### config.mk
export PLATFORM = sky130hd
export DESIGN_NAME = cdt8_dual_timer
export DESIGN_NICKNAME = d
export VERILOG_FILES = /design/src/shared/cdt8_pkg.sv /design/src/shared/cdt8_tick_if.sv /design/src/hdl/cdt8_prescaler.sv /design/src/hdl/cdt8_dual_timer.sv
export SDC_FILE = /design/constraint.sdc
export NUM_CORES = 1
export LEC_CHECK = 0
export ABC_AREA = 1
export BUFFER_PORTS_ARGS = -buffer_cell sky130_fd_sc_hd__buf_2
export CORE_ASPECT_RATIO = 1.25
export CORE_MARGIN = 10
export CORE_UTILIZATION = 30
export DETAILED_ROUTE_END_ITERATION = 8
export PLACE_DENSITY = 0.63
export SLEW_MARGIN = 20
export SYNTH_ARGS = -nofsm -noshare
export SYNTH_HDL_FRONTEND = slang
export SYNTH_SLANG_ARGS = --single-unit
### constraint.sdc
create_clock -name i_ref_clk -period 2.65 [get_ports i_ref_clk]
set_input_delay 0.1325 -clock i_ref_clk [delete_from_list [all_inputs] [get_ports i_ref_clk]]
set_output_delay 0.1325 -clock i_ref_clk [all_outputs]
set_load 0.01 [all_outputs]
### src/shared/cdt8_pkg.sv
package cdt8_pkg;
   // control register field layout
   localparam int CLK_SEL_LSB = 4;
   localparam int CLK_SEL_W = 3;
   localparam int RUN_BIT = 3;
   localparam int MODE_LSB = 0;
   localparam int MODE_W = 3;
   localparam int FF_BIT = 7;
   localparam logic [7:0] CTRL_RESET = 8'h00;
   localparam logic [7:0] CMP_RESET = 8'h00;
   localparam logic [7:0] CNT_ZERO = 8'h00;
   localparam logic [7:0] CNT_ONE = 8'h01;
   localparam logic [7:0] CNT_MAX = 8'hff;

   typedef enum logic [2:0] {
      CDT8_MODE_TIMER8 = 3'h0,
      CDT8_MODE_DIV8 = 3'h1,
      CDT8_MODE_PWM8 = 3'h2,
      CDT8_MODE_RSVD = 3'h3,
      CDT8_MODE_TIMER16 = 3'h4,
      CDT8_MODE_WARMUP = 3'h5,
      CDT8_MODE_PWM16 = 3'h6,
      CDT8_MODE_PULSEGEN = 3'h7
   } cdt8_mode_t;

   localparam logic [2:0] CLK_SEL_DIV2048 = 3'h0;
   localparam logic [2:0] CLK_SEL_DIV128 = 3'h1;
   localparam logic [2:0] CLK_SEL_DIV32 = 3'h2;
   localparam logic [2:0] CLK_SEL_DIV8 = 3'h3;
   localparam logic [2:0] CLK_SEL_FS = 3'h4;
   localparam logic [2:0] CLK_SEL_DIV2 = 3'h5;
   localparam logic [2:0] CLK_SEL_FC = 3'h6;
   localparam logic [2:0] CLK_SEL_PIN = 3'h7;

   // prescaler tap positions (log2 of divide ratio)
   localparam int TAP_2048 = 11;
   localparam int TAP_128 = 7;
   localparam int TAP_32 = 5;
   localparam int TAP_8 = 3;
   localparam int TAP_2 = 1;
   localparam int PRESCALE_W = 12;
   localparam int FS_DIV8_W = 3;
endpackage

### src/shared/cdt8_tick_if.sv
`timescale 1ns/1ps
`default_nettype none
interface cdt8_tick_if;
   logic tick_2048;
   logic tick_128;
   logic tick_32;
   logic tick_8;
   logic tick_2;
   logic tick_fs;
   logic tick_fs8;
   modport src (output tick_2048, tick_128, tick_32, tick_8, tick_2, tick_fs, tick_fs8);
   modport dst (input tick_2048, tick_128, tick_32, tick_8, tick_2, tick_fs, tick_fs8);
endinterface
`default_nettype wire

### src/hdl/cdt8_prescaler.sv
`timescale 1ns/1ps
`default_nettype none
module cdt8_prescaler (
   input wire logic i_ref_clk,
   input wire logic i_resetn,
   input wire logic i_fs_tick,
   cdt8_tick_if.src tk
);
   logic [cdt8_pkg::PRESCALE_W-1:0] div_ff;
   logic [cdt8_pkg::PRESCALE_W-1:0] nxt_div;
   logic [cdt8_pkg::FS_DIV8_W-1:0] fs_ff;
   logic [cdt8_pkg::FS_DIV8_W-1:0] nxt_fs;

   // free-running divider; taps are one-cycle enables on wrap
   always_comb begin
      nxt_div = div_ff + 1'b1;
      nxt_fs = i_fs_tick ? fs_ff + 1'b1 : fs_ff;
   end

   always_ff @(posedge i_ref_clk) begin
      if (!i_resetn) begin
         div_ff <= '0;
         fs_ff <= '0;
      end else begin
         div_ff <= nxt_div;
         fs_ff <= nxt_fs;
      end
   end

   assign tk.tick_2048 = &div_ff[cdt8_pkg::TAP_2048-1:0];
   assign tk.tick_128 = &div_ff[cdt8_pkg::TAP_128-1:0];
   assign tk.tick_32 = &div_ff[cdt8_pkg::TAP_32-1:0];
   assign tk.tick_8 = &div_ff[cdt8_pkg::TAP_8-1:0];
   assign tk.tick_2 = &div_ff[cdt8_pkg::TAP_2-1:0];
   assign tk.tick_fs = i_fs_tick;
   assign tk.tick_fs8 = i_fs_tick & (&fs_ff);
endmodule
`default_nettype wire

### src/hdl/cdt8_dual_timer.sv
// Operation
// - units offer 8-bit and cascaded 16-bit modes
// - lower and upper counters chain into 16
// - timer counts on each selected tick
// - match raises irq and clears counter
// - counting resumes from zero automatically
// - compare value takes effect immediately
// - tick sources per speed state and tap
// - control bit layout clock run mode
// - mode field: only upper bit 2 decoded, 1xx cascades
// - upper 16-bit mode clocks on lower overflow
// - run clear stops and zeroes counter; in cascade the upper run bit rules both
`timescale 1ns/1ps
`default_nettype none
module cdt8_dual_timer #(
   parameter int CNT_W = 8
) (
   input wire logic i_ref_clk,
   input wire logic i_resetn,
   input wire logic i_fs_tick,
   input wire logic i_slow_state,
   input wire logic i_divider_tap_select,
   input wire logic i_lower_pin_event,
   input wire logic i_upper_pin_event,
   input wire logic i_lower_ctrl_we,
   input wire logic [7:0] i_lower_ctrl_wdata,
   input wire logic i_upper_ctrl_we,
   input wire logic [7:0] i_upper_ctrl_wdata,
   input wire logic i_lower_cmp_we,
   input wire logic [CNT_W-1:0] i_lower_cmp_wdata,
   input wire logic i_upper_cmp_we,
   input wire logic [CNT_W-1:0] i_upper_cmp_wdata,
   output logic [7:0] o_lower_control_reg,
   output logic [7:0] o_upper_control_reg,
   output logic [CNT_W-1:0] o_lower_match_period_reg,
   output logic [CNT_W-1:0] o_upper_match_period_reg,
   output logic [CNT_W-1:0] o_lower_count,
   output logic [CNT_W-1:0] o_upper_count,
   output logic o_lower_match_irq,
   output logic o_upper_match_irq
);
   cdt8_tick_if tk ();

   cdt8_prescaler u_pre (
      .i_ref_clk(i_ref_clk),
      .i_resetn(i_resetn),
      .i_fs_tick(i_fs_tick),
      .tk(tk)
   );

   ////////////////////////////////////////////////////////////////////////////////
   // control and compare registers

   logic [7:0] ctrl_ff [2];
   logic [7:0] nxt_ctrl [2];
   logic [CNT_W-1:0] cmp_ff [2];
   logic [CNT_W-1:0] nxt_cmp [2];
   logic [CNT_W-1:0] cnt_ff [2];
   logic [CNT_W-1:0] nxt_cnt [2];
   logic irq_ff [2];
   logic nxt_irq [2];
   logic tick [2];
   logic ovf_lower;
   logic cascade;

   always_comb begin
      nxt_ctrl[0] = i_lower_ctrl_we ? i_lower_ctrl_wdata : ctrl_ff[0];
      nxt_ctrl[1] = i_upper_ctrl_we ? i_upper_ctrl_wdata : ctrl_ff[1];
      // no buffer stage: compare used at once
      nxt_cmp[0] = i_lower_cmp_we ? i_lower_cmp_wdata : cmp_ff[0];
      nxt_cmp[1] = i_upper_cmp_we ? i_upper_cmp_wdata : cmp_ff[1];
   end

   always_ff @(posedge i_ref_clk) begin
      if (!i_resetn) begin
         ctrl_ff[0] <= cdt8_pkg::CTRL_RESET;
         ctrl_ff[1] <= cdt8_pkg::CTRL_RESET;
         cmp_ff[0] <= CNT_W'(cdt8_pkg::CMP_RESET);
         cmp_ff[1] <= CNT_W'(cdt8_pkg::CMP_RESET);
      end else begin
         ctrl_ff[0] <= nxt_ctrl[0];
         ctrl_ff[1] <= nxt_ctrl[1];
         cmp_ff[0] <= nxt_cmp[0];
         cmp_ff[1] <= nxt_cmp[1];
      end
   end

   ////////////////////////////////////////////////////////////////////////////////
   // tick selection

   function automatic logic sel_tick(input logic [2:0] sel, input logic pin);
      logic t;
      t = 1'b0;
      case (sel)
         cdt8_pkg::CLK_SEL_DIV2048: begin
            // slow states or tap select give fs/8
            t = (i_slow_state || i_divider_tap_select) ? tk.tick_fs8 : tk.tick_2048;
         end
         cdt8_pkg::CLK_SEL_DIV128: t = i_slow_state ? 1'b0 : tk.tick_128;
         cdt8_pkg::CLK_SEL_DIV32: t = i_slow_state ? 1'b0 : tk.tick_32;
         cdt8_pkg::CLK_SEL_DIV8: t = i_slow_state ? 1'b0 : tk.tick_8;
         cdt8_pkg::CLK_SEL_FS: t = tk.tick_fs;
         cdt8_pkg::CLK_SEL_DIV2: t = i_slow_state ? 1'b0 : tk.tick_2;
         cdt8_pkg::CLK_SEL_FC: t = ~i_slow_state;
         cdt8_pkg::CLK_SEL_PIN: t = pin;
         default: t = 1'b0;
      endcase
      return t;
   endfunction

   logic [2:0] mode_up;
   assign mode_up = ctrl_ff[1][cdt8_pkg::MODE_LSB +: cdt8_pkg::MODE_W];
   // upper mode 1xx: 16-bit cascade
   assign cascade = mode_up[cdt8_pkg::MODE_W-1];

   always_comb begin
      // in cascade, lower clock select picks the shared source
      tick[0] = sel_tick(ctrl_ff[0][cdt8_pkg::CLK_SEL_LSB +: cdt8_pkg::CLK_SEL_W],
                         i_lower_pin_event);
      // upper counter steps on lower overflow when cascaded
      ovf_lower = tick[0] && (cnt_ff[0] == CNT_W'(cdt8_pkg::CNT_MAX));
      tick[1] = cascade ? ovf_lower
              : sel_tick(ctrl_ff[1][cdt8_pkg::CLK_SEL_LSB +: cdt8_pkg::CLK_SEL_W],
                         i_upper_pin_event);
   end

   ////////////////////////////////////////////////////////////////////////////////
   // counters

   logic run [2];
   logic match [2];
   logic match16;

   always_comb begin
      run[0] = cascade ? ctrl_ff[1][cdt8_pkg::RUN_BIT] : ctrl_ff[0][cdt8_pkg::RUN_BIT];
      run[1] = ctrl_ff[1][cdt8_pkg::RUN_BIT];
      match[0] = tick[0] && (cnt_ff[0] == cmp_ff[0]);
      match[1] = tick[1] && (cnt_ff[1] == cmp_ff[1]);
      // 16-bit match on full pair at lower tick
      match16 = tick[0] && (cnt_ff[0] == cmp_ff[0]) && (cnt_ff[1] == cmp_ff[1]);
      for (int i = 0; i < 2; i++) begin
         nxt_cnt[i] = cnt_ff[i];
         nxt_irq[i] = 1'b0;
      end
      if (cascade) begin
         if (!run[1]) begin
            nxt_cnt[0] = CNT_W'(cdt8_pkg::CNT_ZERO);
            nxt_cnt[1] = CNT_W'(cdt8_pkg::CNT_ZERO);
         end else if (match16) begin
            nxt_cnt[0] = CNT_W'(cdt8_pkg::CNT_ZERO);
            nxt_cnt[1] = CNT_W'(cdt8_pkg::CNT_ZERO);
            nxt_irq[1] = 1'b1;
         end else if (tick[0]) begin
            nxt_cnt[0] = cnt_ff[0] + CNT_W'(cdt8_pkg::CNT_ONE);
            if (ovf_lower) begin
               nxt_cnt[1] = cnt_ff[1] + CNT_W'(cdt8_pkg::CNT_ONE);
            end
         end
      end else begin
         for (int i = 0; i < 2; i++) begin
            if (!run[i]) begin
               nxt_cnt[i] = CNT_W'(cdt8_pkg::CNT_ZERO);
            end else if (match[i]) begin
               nxt_cnt[i] = CNT_W'(cdt8_pkg::CNT_ZERO);
               nxt_irq[i] = 1'b1;
            end else if (tick[i]) begin
               // free restart after clear
               nxt_cnt[i] = cnt_ff[i] + CNT_W'(cdt8_pkg::CNT_ONE);
            end
         end
      end
   end

   always_ff @(posedge i_ref_clk) begin
      if (!i_resetn) begin
         for (int i = 0; i < 2; i++) begin
            cnt_ff[i] <= CNT_W'(cdt8_pkg::CNT_ZERO);
            irq_ff[i] <= 1'b0;
         end
      end else begin
         for (int i = 0; i < 2; i++) begin
            cnt_ff[i] <= nxt_cnt[i];
            irq_ff[i] <= nxt_irq[i];
         end
      end
   end

   assign o_lower_control_reg = ctrl_ff[0];
   assign o_upper_control_reg = ctrl_ff[1];
   assign o_lower_match_period_reg = cmp_ff[0];
   assign o_upper_match_period_reg = cmp_ff[1];
   assign o_lower_count = cnt_ff[0];
   assign o_upper_count = cnt_ff[1];
   assign o_lower_match_irq = irq_ff[0];
   assign o_upper_match_irq = irq_ff[1];
endmodule
`default_nettype wire

## Yosys cells after proc, flatten, opt, wreduce, memory -nomap -nowiden

Memory sizes are Yosys's and may differ from the RTL's.
Cells that the tools add are included.

| word-level totals | value |
|---|---|
| output and inout port bits | 50 |
| flip-flop bits (word level) | 15 |
| memories | 4 |
| bits in writable memories | 50 |
| bits of input ports | 43 |
| logic and storage cells | 91 |

Memory list:

| name | words | bits a word | read ports | clocked after Yosys merged registers in | write ports | line | text |
|---|---|---|---|---|---|---|---|
| cmp_ff | 2 | 8 | 2 | 0 | 2 | cdt8_dual_timer.sv:56 | `logic [CNT_W-1:0] cmp_ff [2];` |
| cnt_ff | 2 | 8 | 2 | 0 | 2 | cdt8_dual_timer.sv:58 | `logic [CNT_W-1:0] cnt_ff [2];` |
| ctrl_ff | 2 | 8 | 2 | 0 | 2 | cdt8_dual_timer.sv:54 | `logic [7:0] ctrl_ff [2];` |
| irq_ff | 2 | 1 | 2 | 0 | 2 | cdt8_dual_timer.sv:60 | `logic irq_ff [2];` |

| cells by class | value |
|---|---|
| mux-type cells | 42 |
| reduce and logical (&&, ||, !) cells | 12 |
| equality and inequality tests | 17 |
| bitwise gates (word level) | 10 |
| $add $sub $neg | 4 |

Operator list:

| kind | count |
|---|---|
| 8-bit 2-to-1 mux | 17 |
| 16-bit 2-to-1 mux | 4 |
| 3-bit == test (second input constant) | 8 |
| 1-bit 2-to-1 mux | 19 |
| 8-bit by 1-bit adder with 8-bit output (second input constant) | 2 |
| 8-bit == test | 2 |
| 1-bit one-hot mux with 8 select lines | 2 |
| 12-bit by 1-bit adder with 12-bit output (second input constant) | 1 |
| 3-bit by 2-bit == test with 1-bit output (second input constant) | 4 |
| 11-bit AND reduction | 1 |
| 8-bit == test (second input constant) | 1 |
| 1-bit bitwise OR | 8 |
| 7-bit AND reduction | 1 |
| 3-bit by 1-bit == test with 1-bit output (second input constant) | 2 |
| 3-bit logical NOT | 2 |
| 3-bit AND reduction | 2 |
| 5-bit AND reduction | 1 |
| 1-bit logical AND | 4 |
| 3-bit by 1-bit adder with 3-bit output (second input constant) | 1 |
| 1-bit AND | 1 |
| 1-bit logical OR | 1 |
| 1-bit NOT | 1 |

## Longest topological paths before layout

| logic depth | value |
|---|---|
| depth in word-level cells | 11 |
| mapped depth | 19 |
| gate-level depth less buffers | 19 |

## Hierarchy

From an unflattened synthesis, not the netlist that was laid out.

| unflattened totals | value |
|---|---|
| cells, all modules | 463 |
| area total of the unflattened synthesis | 3260.6 µm² |

Modules (own cells, without submodules):

| module | times used | area an instance (µm²) | sequential area each (µm²) | cells an instance |
|---|---|---|---|---|
| cdt8_dual_timer | 1 | 2598.7 | 1001.0 | 373 |
| cdt8_prescaler | 1 | 661.9 | 280.3 | 90 |

## Worst setup path after synthesis

Ideal clock, no wire load.

| timing | value |
|---|---|
| path type | reg2reg |
| start | register u_pre.div_ff[0] (netlist name) |
| end | memory cnt_ff[1][7], in the netlist cnt_ff[0][15] |
| slack | 0.668 ns |
| path buffers | 1 |
| arrival time | 1.868 ns |
| cell stages (with the launch flop) | 19 |
| period minus slack after synthesis | 1.982 ns |
| data required time | 2.536 ns |
| library setup time | 0.114 ns |
| cells stage by stage | dfxtp_1 -> ha_1 -> nand3_1 -> inv_1 -> ha_1 -> inv_1 -> nor2_1 -> nand2_1 -> nand2_1 -> nand2_1 -> nand2_1 -> nor2_2 -> nand2_4 -> nand3_4 -> nand3_2 -> nand2_4 -> buf_8 -> a21oi_1 -> nor2_1 |

RTL lines:

| what | line | text |
|---|---|---|
| from (decl) | cdt8_prescaler.sv:9 | `logic [cdt8_pkg::PRESCALE_W-1:0] div_ff;` |
| from (signal assigned) | cdt8_prescaler.sv:25 | `div_ff <= nxt_div;` |
| to (decl) | cdt8_dual_timer.sv:58 |  |

==> metrics <==
first-iteration detailed-routing DRC count 224; netlist area before placement 3240 sq um; Clock Pin Slew Worst Setup and Hold Paths 60 ps; fraction of final layout cells sized beyond drive strength 1 22.2%; data arrival at the endpoint of the critical path 2450 ps; total number of clock tree sinks 64; first-pass GRT wire length 14900 um; post-CTS setup buffer count 0; kind of end point of the critical path flop; Least-Margin Pin Slew 437 ps; flops & latches, synth 64; count of different cell masters after synthesis 29; number of DRC violations after detailed routing 0; antenna violations before repair 0; hold violation count in the final report 0; CTS Buf Count 9; detailed placement HPWL 7120 um; setup repair after global routing missed its margin false; most numerous cell in the Yosys netlist sky130_fd_sc_hd__nor2_1; share of the yosys chip area belonging to registers 39.5%; post-route minimum period 2210 ps; total nets after synthesis 514; Total Die Area 15400 sq um; total of endpoints with negative setup slack in the final report 0; Initial Utilization 30.7%; highest net fanout along the worst path 9; maximum vdd drop 0.000378 V; Top FF cell, synth sky130_fd_sc_hd__dfxtp_1; synthesized instance count 464; Skew-Pair Late Insertion Delay 330 ps; largest area contributor in the netlist sky130_fd_sc_hd__dfxtp_1; count of cells resized by post-cts repair 0; number of global-route vias before repair 3234; placeable core area 10600 sq um; global router's overall resource usage 11.7%; data required time of the critical path 2900 ps; site row count 42; Placer Congestion 0.845; H-tree depth reported by CTS 3; I/O pin count 93; worst setup path category flop to flop; final worst clock skew 8.81 ps; horizontal die dimension 113 um; Critical Path Source Type flop; async set-reset flop share out of synthesis 0%; number of synthesis warnings 0; clock tree from TritonCTS yes; Area contributors post-synth sky130_fd_sc_hd__dfxtp_1 40%, sky130_fd_sc_hd__nor2_1 13%, sky130_fd_sc_hd__nand2_1 9.4%; Diodes inserted 0; portion of synthesized cell area occupied by the leading cell type 39.5%; average via count per standard cell 4.66; ratio of total power to cell area 644 nW/um^2; cell chosen for the clock root sky130_fd_sc_hd__clkbuf_16; Post-synth top cells 108 x sky130_fd_sc_hd__nor2_1, 81 x sky130_fd_sc_hd__nand2_1, 64 x sky130_fd_sc_hd__dfxtp_1; wire per inst 13.1 um; final period utilization 83.3%; max-slew headroom at the worst pin 70.7%; count of nets after finishing 608; aggregate negative setup slack 0 ps; hold-fix buffer count after cts 0; total design power 2660 uW; detailed-route via count 3236; antenna viol nets, final 0; total overflow reported by the global router 0; number of max-capacitance violations reported 0; first-pass iteration count of the detailed router 4; outcome completed; buffers from clock root to sink, at most 2; number of enable flip-flop cells after synthesis 0; maximum number of pins on one net before global-route repair 29; number of slew-limit violations in the final report 0; max frequency 453 MHz; syn_area_per_cell 6.99 sq um; synthesis-to-finish area growth 27.5%; Static Leak 0.00193 uW; sum of routed wire length over all layers 9090 um; Hold Path Class primary input to flop; Port-buffer cells 92; y dimension of the die 136 um
==> state kept, by name, indices dropped and copies added, names as in the netlist <==
name / flops
ctrl_ff: 16
u_pre.div_ff: 11
u_pre.fs_ff: 3
cnt_ff: 16
irq_ff: 2
cmp_ff: 16
==> power breakdown <==
group	internal, uW	leakage (uW)	switching, uW
Combinational	133	0.00124	192
Sequential	1020	0.000526	54.4
Clock	824	0.000159	444
Total	1970	0.00193	690
==> layer usage <==
metal / share of wire (%) / up-vias / GRT usage (%)
met5: 0 / - / 0
met1: 42 / 1488 / 13.1
met3: 3.1 / 12 / 2.87
met2: 53 / 66 / 20.4
met4: 1.9 / 0 / 4.94
li1: - / 1670 / -
==> logic make-up after synthesis <==
group                      Yosys count  share of synthesized area (%)
buffers and inverters               57                           7.41
adders and majority gates            7                           2.70
xor gates and xnor gates            27                           7.29
and+or+nand+nor                    252                           34.1
AOI/OAI and AO/OA                   57                           9.03
DFF                                 64                           39.5
==> worst max-delay path: stages (launching register included) <==
cell and delay [ps]:
sky130_fd_sc_hd__dfxtp_1 340, sky130_fd_sc_hd__ha_1 240, sky130_fd_sc_hd__nand3_1 130, sky130_fd_sc_hd__inv_1 50
sky130_fd_sc_hd__ha_1 160, sky130_fd_sc_hd__inv_1 50, sky130_fd_sc_hd__nor2_1 40, sky130_fd_sc_hd__nand2_1 60
sky130_fd_sc_hd__nand2_1 40, sky130_fd_sc_hd__nand2_1 50, sky130_fd_sc_hd__nand2_1 50, sky130_fd_sc_hd__nor2_2 140
sky130_fd_sc_hd__nand2_4 100, sky130_fd_sc_hd__nand3_4 120, sky130_fd_sc_hd__nand2_1 90, sky130_fd_sc_hd__nand2_1 90
sky130_fd_sc_hd__nand2_1 160, sky130_fd_sc_hd__nor3_1 210
==> through the flow <==
stage	hold WS (ps)	instance area [sq um]	setup WS, ps	instances	utilization (%)
after floorplan	267	3240	668	464	-
after global placement	354	3810	510	679	36.1
after detailed placement	364	3810	434	679	36.1
after CTS	16.3	4130	422	695	39.1
after global routing	26.1	4130	146	695	39.1
final	24.8	4130	444	695	39.1
==> layout by cell type, fill, tap and decap left out, types with 2 or more instances in the layout <==
cell type / netlist / final
sky130_fd_sc_hd__clkbuf_16: 0 / 9
sky130_fd_sc_hd__clkinv_2: 0 / 2
sky130_fd_sc_hd__xor2_1: 9 / 9
sky130_fd_sc_hd__nand2_4: 2 / 2
sky130_fd_sc_hd__ha_1: 7 / 7
sky130_fd_sc_hd__nand2_1: 81 / 81
sky130_fd_sc_hd__nand3_1: 21 / 21
sky130_fd_sc_hd__bufinv_16: 0 / 2
sky130_fd_sc_hd__a21oi_1: 18 / 18
sky130_fd_sc_hd__o21ai_0: 37 / 37
sky130_fd_sc_hd__nor2_2: 3 / 3
sky130_fd_sc_hd__nor3_1: 8 / 8
sky130_fd_sc_hd__xnor2_1: 18 / 18
sky130_fd_sc_hd__clkinv_4: 0 / 3
sky130_fd_sc_hd__buf_2: 1 / 92
sky130_fd_sc_hd__nand4_1: 11 / 11
sky130_fd_sc_hd__nor2_1: 108 / 108
sky130_fd_sc_hd__nand3b_1: 6 / 6
sky130_fd_sc_hd__nand2_2: 4 / 4
sky130_fd_sc_hd__nor4_1: 2 / 2
sky130_fd_sc_hd__inv_1: 47 / 47
sky130_fd_sc_hd__or2_2: 3 / 3
sky130_fd_sc_hd__dfxtp_1: 64 / 64
==> path summary, 6_finish.rpt <==
| kind | slack (ps) | end | startpoint | cells after the start |
|---|---|---|---|---|
| min | 20 | cmp_ff[0][5] | i_lower_cmp_wdata[5] | 3 |
| min reg2reg | 450 | u_pre.div_ff[10] | u_pre.div_ff[10] | 1 |
| max | 440 | cnt_ff[0][4] | u_pre.div_ff[0] | 17 |
| max reg2reg | 440 | cnt_ff[0][4] | u_pre.div_ff[0] | 17 |
==> layout make-up <==
class / instances / area [sq um]
multi-input cells: 343 / 1720
well taps: 132 / 165
flip-flops and latches: 64 / 1280
clock buffers: 9 / 225
clock inverters: 7 / 96.3
inverters: 47 / 176
fillers: 1110 / 6430
repair buffers: 93 / 468
Power figures use the tool's default switching activity.
